`src/inc/pcs_tx_regs.vh`:
```
// Constants for the transmit stuffing and error-delimiter block
`ifndef PCS_TX_REGS_VH
`define PCS_TX_REGS_VH

// Ternary symbol encodings, two's complement in two bits
`define TERN_ZERO       2'h0
`define TERN_POS        2'h1
`define TERN_NEG        2'h3

// Widths of the data path
`define NIB_W           4
`define GRP_W           3
`define ACC_W           6
`define CNT_W           3

// Number of start-delimiter pairs sent before data
`define SSD_PAIRS       2'h3

// Buffer entry layout: {end marker, error, nibble}
`define ENT_W           6
`define ENT_END_BIT     5
`define ENT_ERR_BIT     4

// Kind of the pair on the output, for the symbol tag port
`define KIND_W          3
`define KIND_IDLE       3'h0
`define KIND_SSD        3'h1
`define KIND_DATA       3'h2
`define KIND_ESD1       3'h3
`define KIND_ERR_ESD1   3'h4
`define KIND_ESD2       3'h5
`define KIND_ESD3       3'h6
`define KIND_ERR_ESD3   3'h7

`endif

```
`src/verilog/tern_map.v`:
```
// Maps a 3-bit data group onto a ternary pair
`timescale 1ns/100ps
`default_nettype none
`include "pcs_tx_regs.vh"

module tern_map (
    // Group in
    input  wire [2:0] grp,
    // Ternary pair out
    output reg  [1:0] tern_a,
    output reg  [1:0] tern_b
);

    // Eight groups onto the eight non-(0,0) pairs, so data never mimics a delimiter zero
    always @* begin
        case (grp)
            3'h0: begin
                tern_a = `TERN_NEG;
                tern_b = `TERN_NEG;
            end
            3'h1: begin
                tern_a = `TERN_NEG;
                tern_b = `TERN_ZERO;
            end
            3'h2: begin
                tern_a = `TERN_NEG;
                tern_b = `TERN_POS;
            end
            3'h3: begin
                tern_a = `TERN_ZERO;
                tern_b = `TERN_NEG;
            end
            3'h4: begin
                tern_a = `TERN_ZERO;
                tern_b = `TERN_POS;
            end
            3'h5: begin
                tern_a = `TERN_POS;
                tern_b = `TERN_NEG;
            end
            3'h6: begin
                tern_a = `TERN_POS;
                tern_b = `TERN_ZERO;
            end
            default: begin
                tern_a = `TERN_POS;
                tern_b = `TERN_POS;
            end
        endcase
    end

endmodule
`default_nettype wire

```
`src/verilog/fifo2.v`:
```
// Two-entry buffer with valid and ready on both sides
`timescale 1ns/100ps
`default_nettype none

module fifo2 #(
    parameter W = 6
) (
    // Clock, reset, enable
    input  wire         ref_clk,
    input  wire         rst,
    input  wire         clk_en,
    // Fill side
    input  wire         in_valid,
    output reg          in_ready,
    input  wire [W-1:0] in_data,
    // Drain side
    output wire         out_valid,
    input  wire         out_ready,
    output wire [W-1:0] out_data
);

    reg [W-1:0] mem_q [0:1];
    reg         wr_q;
    reg         rd_q;
    reg [1:0]   cnt_q;
    wire        push;
    wire        pop;
    reg [1:0]   cnt_d;

    assign push      = in_valid & in_ready;
    assign pop       = out_valid & out_ready;
    assign out_valid = (cnt_q != 2'h0);
    assign out_data  = mem_q[rd_q];

    // Next fill level
    always @* begin
        cnt_d = cnt_q;
        if (push && !pop) begin
            cnt_d = cnt_q + 2'h1;
        end else if (pop && !push) begin
            cnt_d = cnt_q - 2'h1;
        end
    end

    // Pointers, level and registered ready
    always @(posedge ref_clk or posedge rst) begin
        if (rst) begin
            wr_q     <= 1'b0;
            rd_q     <= 1'b0;
            cnt_q    <= 2'h0;
            in_ready <= 1'b0;
        end else if (clk_en) begin
            if (push) begin
                wr_q <= ~wr_q;
            end
            if (pop) begin
                rd_q <= ~rd_q;
            end
            cnt_q    <= cnt_d;
            in_ready <= (cnt_d != 2'h2);
        end
    end

    // Storage, no reset needed
    always @(posedge ref_clk) begin
        if (clk_en && push) begin
            mem_q[wr_q] <= in_data;
        end
    end

endmodule
`default_nettype wire

```
`src/verilog/pcs_tx_stuff_and_error.v`:
```
// Transmit 4B/3B regrouping, stuffing and end-delimiter selection
`timescale 1ns/100ps
`default_nettype none
`include "pcs_tx_regs.vh"

module pcs_tx_stuff_and_error (
    // Clock, reset, enable
    input  wire       ref_clk,
    input  wire       rst,
    input  wire       clk_en,
    // MII transmit side
    input  wire       tx_en,
    input  wire       tx_er,
    input  wire [3:0] txd,
    output wire       mii_ready,
    // Ternary pair side
    output reg  [1:0] pair_a,
    output reg  [1:0] pair_b,
    output reg  [2:0] pair_kind,
    output reg        pair_valid,
    input  wire       pair_ready,
    // Status
    output reg        tx_err_flag
);

    // Converter states
    localparam S_IDLE = 3'h0;
    localparam S_SSD  = 3'h1;
    localparam S_DATA = 3'h2;
    localparam S_ESD1 = 3'h3;
    localparam S_ESD2 = 3'h4;
    localparam S_ESD3 = 3'h5;

    // Input framing
    reg                  en_prev_q;
    reg                  end_pend_q;
    reg                  in_valid;
    reg  [`ENT_W-1:0]    in_data;
    wire                 fifo_ready;

    // Buffer head
    wire                 head_valid;
    wire [`ENT_W-1:0]    head;
    wire                 head_end;
    wire                 head_err;
    wire [`NIB_W-1:0]    head_nib;

    // Converter state
    reg  [2:0]           state_q;
    reg  [2:0]           state_d;
    reg  [1:0]           ssd_q;
    reg  [`ACC_W-1:0]    acc_q;
    reg  [`CNT_W-1:0]    cnt_q;
    reg                  er_pend_q;
    reg                  err_tail_q;

    // Data step results
    reg                  emit;
    reg                  pop;
    reg                  go_esd;
    reg  [`GRP_W-1:0]    grp;
    reg  [`ACC_W-1:0]    acc_d;
    reg  [`CNT_W-1:0]    cnt_d;
    reg  [`ACC_W-1:0]    comb;
    reg  [`CNT_W-1:0]    rem;

    // Output selection
    reg                  out_emit;
    reg  [1:0]           out_a;
    reg  [1:0]           out_b;
    reg  [2:0]           out_kind;
    wire [1:0]           map_a;
    wire [1:0]           map_b;
    wire                 advance;

    assign advance   = clk_en & (~pair_valid | pair_ready);
    assign mii_ready = fifo_ready;
    assign head_end  = head[`ENT_END_BIT];
    assign head_err  = head[`ENT_ERR_BIT];
    assign head_nib  = head[`NIB_W-1:0];

    // Entry to the buffer: nibble while enabled, one end marker after the fall
    always @* begin
        in_valid = 1'b0;
        in_data  = {`ENT_W{1'b0}};
        if (end_pend_q) begin
            in_valid = 1'b1;
            in_data  = {1'b1, 1'b0, 4'h0};
        end else if (tx_en) begin
            in_valid = 1'b1;
            in_data  = {1'b0, tx_er & tx_en, txd};
        end
    end

    // Track the fall of enable; the marker waits until the buffer takes it
    always @(posedge ref_clk or posedge rst) begin
        if (rst) begin
            en_prev_q  <= 1'b0;
            end_pend_q <= 1'b0;
        end else if (clk_en) begin
            en_prev_q <= tx_en;
            if (en_prev_q && !tx_en) begin
                end_pend_q <= 1'b1;
            end else if (end_pend_q && fifo_ready) begin
                end_pend_q <= 1'b0;
            end
        end
    end

    // Nibble buffer absorbs stalls from the pair side
    fifo2 #(
        .W(`ENT_W)
    ) u_buf (
        .ref_clk   (ref_clk),
        .rst       (rst),
        .clk_en    (clk_en),
        .in_valid  (in_valid),
        .in_ready  (fifo_ready),
        .in_data   (in_data),
        .out_valid (head_valid),
        .out_ready (advance & pop),
        .out_data  (head)
    );

    // One regrouping step: emit a group, take a nibble, or stuff at the end
    always @* begin
        emit   = 1'b0;
        pop    = 1'b0;
        go_esd = 1'b0;
        grp    = 3'h0;
        acc_d  = acc_q;
        cnt_d  = cnt_q;
        comb   = {`ACC_W{1'b0}};
        rem    = 3'h0;
        if (state_q == S_DATA) begin
            if (cnt_q >= 3'h3) begin
                emit = 1'b1;
                grp  = acc_q[2:0];
                rem  = cnt_q - 3'h3;
                comb = acc_q >> 3;
                if (head_valid && !head_end && rem <= 3'h2) begin
                    pop  = 1'b1;
                    comb = comb | ({2'h0, head_nib} << rem);
                    rem  = rem + 3'h4;
                end
                acc_d = comb;
                cnt_d = rem;
            end else if (head_valid) begin
                pop = 1'b1;
                if (!head_end) begin
                    comb  = acc_q | ({2'h0, head_nib} << cnt_q);
                    emit  = 1'b1;
                    grp   = comb[2:0];
                    acc_d = comb >> 3;
                    cnt_d = cnt_q + 3'h1;
                end else begin
                    // Zero stuff bits fill the group; none when aligned
                    go_esd = 1'b1;
                    emit   = (cnt_q != 3'h0);
                    grp    = acc_q[2:0];
                    acc_d  = {`ACC_W{1'b0}};
                    cnt_d  = 3'h0;
                end
            end
        end
    end

    // Data group to ternary pair
    tern_map u_map (
        .grp    (grp),
        .tern_a (map_a),
        .tern_b (map_b)
    );

    // Next state and the pair to send
    always @* begin
        state_d  = state_q;
        out_emit = 1'b0;
        out_a    = `TERN_ZERO;
        out_b    = `TERN_ZERO;
        out_kind = `KIND_IDLE;
        case (state_q)
            S_IDLE: begin
                if (head_valid && !head_end) begin
                    state_d = S_SSD;
                end
            end
            S_SSD: begin
                out_emit = 1'b1;
                out_kind = `KIND_SSD;
                if (ssd_q == `SSD_PAIRS - 2'h1) begin
                    state_d = S_DATA;
                end
            end
            S_DATA: begin
                out_emit = emit;
                out_a    = map_a;
                out_b    = map_b;
                out_kind = `KIND_DATA;
                if (go_esd) begin
                    state_d = S_ESD1;
                end
            end
            S_ESD1: begin
                out_emit = 1'b1;
                out_kind = tx_err_flag ? `KIND_ERR_ESD1 : `KIND_ESD1;
                state_d  = S_ESD2;
            end
            S_ESD2: begin
                out_emit = 1'b1;
                out_kind = `KIND_ESD2;
                state_d  = S_ESD3;
            end
            S_ESD3: begin
                out_emit = 1'b1;
                if (err_tail_q) begin
                    out_a    = `TERN_NEG;
                    out_b    = `TERN_NEG;
                    out_kind = `KIND_ERR_ESD3;
                end else begin
                    out_a    = `TERN_POS;
                    out_b    = `TERN_POS;
                    out_kind = `KIND_ESD3;
                end
                state_d = S_IDLE;
            end
            default: begin
                state_d = S_IDLE;
            end
        endcase
    end

    // State, accumulator and start-delimiter count
    always @(posedge ref_clk or posedge rst) begin
        if (rst) begin
            state_q <= S_IDLE;
            ssd_q   <= 2'h0;
            acc_q   <= {`ACC_W{1'b0}};
            cnt_q   <= 3'h0;
        end else if (advance) begin
            state_q <= state_d;
            acc_q   <= acc_d;
            cnt_q   <= cnt_d;
            if (state_q == S_SSD) begin
                ssd_q <= ssd_q + 2'h1;
            end else begin
                ssd_q <= 2'h0;
            end
        end
    end

    // Error tracking: an error on a nibble that is followed by another nibble
    // raises the flag; an error on the last nibble only marks the tail.
    always @(posedge ref_clk or posedge rst) begin
        if (rst) begin
            er_pend_q   <= 1'b0;
            err_tail_q  <= 1'b0;
            tx_err_flag <= 1'b0;
        end else if (advance) begin
            if (pop && !head_end) begin
                er_pend_q <= head_err;
                if (head_err) begin
                    err_tail_q <= 1'b1;
                end
                if (er_pend_q) begin
                    tx_err_flag <= 1'b1;
                end
            end else if (pop && head_end) begin
                er_pend_q <= 1'b0;
            end
            if (state_q == S_ESD1) begin
                tx_err_flag <= 1'b0;
            end
            if (state_q == S_ESD3) begin
                err_tail_q <= 1'b0;
            end
        end
    end

    // Registered pair output, held while the receiver stalls
    always @(posedge ref_clk or posedge rst) begin
        if (rst) begin
            pair_a     <= `TERN_ZERO;
            pair_b     <= `TERN_ZERO;
            pair_kind  <= `KIND_IDLE;
            pair_valid <= 1'b0;
        end else if (advance) begin
            pair_valid <= out_emit;
            if (out_emit) begin
                pair_a    <= out_a;
                pair_b    <= out_b;
                pair_kind <= out_kind;
            end
        end
    end

endmodule
`default_nettype wire

```
`config.mk`:
```
export PLATFORM = sky130hd
export DESIGN_NAME = pcs_tx_stuff_and_error
export DESIGN_NICKNAME = d
export VERILOG_FILES = /design/src/verilog/tern_map.v /design/src/verilog/fifo2.v /design/src/verilog/pcs_tx_stuff_and_error.v
export VERILOG_INCLUDE_DIRS = /design/src /design/src/inc
export SDC_FILE = /design/constraint.sdc
export NUM_CORES = 1
export LEC_CHECK = 0
export BUFFER_PORTS_ARGS = -buffer_cell sky130_fd_sc_hd__buf_2
export CAP_MARGIN = 20
export CORE_ASPECT_RATIO = 2
export CORE_MARGIN = 10
export CORE_UTILIZATION = 60
export DETAILED_ROUTE_END_ITERATION = 7
export PLACE_DENSITY = 0.83
export SYNTH_ARGS = -nofsm -noshare
export SYNTH_HDL_FRONTEND = slang
export SYNTH_SLANG_ARGS = --single-unit
```
`constraint.sdc`:
```
create_clock -name ref_clk -period 2.7 [get_ports ref_clk]
set_input_delay 0.54 -clock ref_clk [delete_from_list [all_inputs] [get_ports ref_clk]]
set_output_delay 0.54 -clock ref_clk [all_outputs]
set_load 0.05 [all_outputs]
```
==> flow_summary.ini <==
[run_status]
status = finished clean

[critical_path]
slowest_delay_ps = 580
cp.required_ps = 2920
worstPathCellList = ha_1, ha_1, a211o_1, o41a_4, mux2i_1, a21bo_1, a31oi_1
cp_max_fo = 10
arrival_ps = 2730
r2r_cells = 7
slowest_stage = o41a_4
end_kind = flip-flop
crit_top_cell = ha_1
cp.depth = 7
crit_family = compound AO/OA/AOI/OAI gates
start_kind = flip-flop
path_class = flip-flop to flip-flop
worst-path-buf-inv = 0

[grt]
grt_pass1_wl_um = 9140
overflow = 0
antenna_found_initial = 0
first_global_vias = 1966
grtUsageTotal = 0.152
grt_max_degree = 33

[finish]
nNetsFinal = 286
area_growth_pct = 9.36
drive_above_1_share = 0.199
n_antenna_cell = 0

[cts]
post_cts_buffers = 0
cts_buffers = 5
cts-root-buf = clkbuf_8
cts_resized = 0
ctsHoldBuffers = 0
cts_tree = built
clock_path_buffers = 2
cts.sinks = 44
clk_latency_ps = 300
clk_pin_slew_ps = 80
cts_max_level = 2

[yosys]
synth-seq-cells = 44
synth.distinct_cells = 56
synth_area_leaders = dfrtp_1, edfxtp_1, mux4_2
synth_cells = 249
avgSynthCellArea_sq_um = 10.3
syn_area_sq_um = 2570
ys_seq_area_frac = 0.452
post-synth-top-count-cell = dfrtp_1
ys_top_cells_by_count = dfrtp_1, nor2_1, nand2_1
ys_async_sr_fraction = 0.727
syn-num-nets = 265
synth_edf_count = 12
synth-main-ff-cell = dfrtp_1
synth_top_area_share = 0.312
ys.warnings.count = 0
synth.largest_area_cell = dfrtp_1

[timing]
max_freq_mhz = 399
fin_skew_ps = 9.68
finalMaxSlewViolations = 0
finalSetupViolations = 0
post-route-period-util = 0.928
max_slew_margin = 0.589
setup_tns_ps = 0
hold_slack_ps = 308
rsz0062_at_grt = no
worst_slew_pin_slew_ps = 600
fin_crit_ps = 2510
hold_violations = 0

[power]
clkPwrFrac = 0.147
sw_frac_of_total = 0.452
p_leak_nw = 1.22
seqPwrFrac = 0.340
p_int_mw = 1.83
combPwrFrac = 0.513
ir_drop_mv = 0.855
switchingPower_mw = 1.51
p_per_area_nw_per_um2 = 1190

[routing]
antenna_left = 0
route.detailed.drc = 0
route.final.wire_length_um = 5320
vias_per_cell = 5.96
drt_iter0_markers = 117
vias = 1926
wl_per_cell_um = 16.5
first_pass_iters = 4

[floorplanning]
dieWidth_um = 66.2
fp.dieH_um = 112
io_pins = 20
rows = 33
start_util = 0.622
coreArea_sq_um = 4130
die_area_sq_um = 7450

[placement]
finalWeightedCongestion = 0.949
port_buffers = 19
place_hpwl_um = 4100

[run]
maxCapViolations = 0

[hold_path]
hp-class = input port to async pin
-- kinds of logic (layout without fill, tap and decap cells) --
logic type	count (synthesis)	after routing	share of synthesized area
xor gates and xnor gates	3	3	0.0102
and+or+nand+nor	77	77	0.142
adders and majority gates	6	6	0.0293
DFF	44	44	0.452
muxes	20	20	0.108
buffers and inverters	25	47	0.0522
AOI/OAI and AO/OA	74	74	0.206
-- per-stage QoR --
stage | instances | util | setup slack (ps) | area [sq um] | total power [mW]
after global placement | 315 | 0.652 | 299 | 2690 | 2.79
after global routing | 323 | 0.680 | 90.0 | 2810 | 3.57
final | 323 | 0.680 | 193 | 2810 | 3.33
after detailed placement | 315 | 0.652 | 235 | 2690 | 2.84
after floorplan | 249 | - | 419 | 2570 | 2.51
after CTS | 323 | 0.680 | 209 | 2810 | 3.33
-- final timing paths --
path                       slack [ps]             startpoint                endpoint
setup reg to reg                  190   cnt_q[0]$_DFFE_PP0P_   pair_b[1]$_DFFE_PP0P_
min in group ref_clk              490                  tx_en  end_pend_q$_DFFE_PP0P_
hold / removal                    310                    rst    acc_q[5]$_DFFE_PP0P_
setup / recovery                  190   cnt_q[0]$_DFFE_PP0P_   pair_b[1]$_DFFE_PP0P_
max in group asynchronous        2100                    rst  end_pend_q$_DFFE_PP0P_
hold reg to reg                   490  er_pend_q$_DFFE_PP0P_   er_pend_q$_DFFE_PP0P_
-- layout by cell type (no fill, tap or decap), types with 2 or more instances in the layout --
cell type  instances
a21o_1             3
and2_2             2
and2_1             5
o31ai_1            2
a41o_1             2
inv_1             14
clkbuf_8           6
mux4_2             5
edfxtp_1          12
mux2i_1           10
o221ai_1           2
a311oi_1           2
nor3_1             2
nor2b_1            5
a21oi_1           14
a221oi_1           2
o21ai_1            5
ha_1               6
mux2_2             3
xnor2_1            3
nand2_1           25
a41oi_1            3
buf_4              6
o21ai_0           17
mux2_4             2
nor2_1            28
dfrtp_1           32
a31oi_1            4
o211ai_1           2
buf_2             19
-- state kept, by name, indices dropped and copies added, names as in the netlist, 2 cells and up --
register     cells
cnt_q            3
pair_b           2
u_buf.cnt_q      2
ssd_q            2
pair_a           2
state_q          3
acc_q            6
pair_kind        3
u_buf.mem_q     12
-- power groups by stage --
stage	clock (mW)	combinational (mW)	sequential, mW
floorplan	0	1.23	1.28
global placement	0	1.66	1.12
detailed placement	0	1.70	1.15
CTS	0.500	1.70	1.13
global route	0.526	1.87	1.18
finish	0.490	1.71	1.13
-- worst register-to-register path, stage by stage, from the launching register on --
cell     delay (ps)
dfrtp_1         500
ha_1            260
ha_1            200
a211o_1         420
o41a_4          580
mux2i_1         140
a21bo_1         170
a31oi_1         150
-- final cells by class --
class / instances / area, sq um
clock buffer: 7 / 108
tap: 52 / 65.1
multi-input combinational: 180 / 1270
inverter: 14 / 52.6
fill: 335 / 1320
timing repair buffer: 25 / 140
clock inverter: 1 / 8.76
sequential: 44 / 1160
-- per-layer routing --
metal	part of all wire	routed length, um	track usage	up-vias
met3	0.032	168	0.0339	13
met5	0	0	0	-
met4	0.030	161	0.0774	0
met1	0.38	2010	0.160	923
li1	-	-	-	950
met2	0.56	2980	0.268	40
Power figures use the tool's default switching activity.
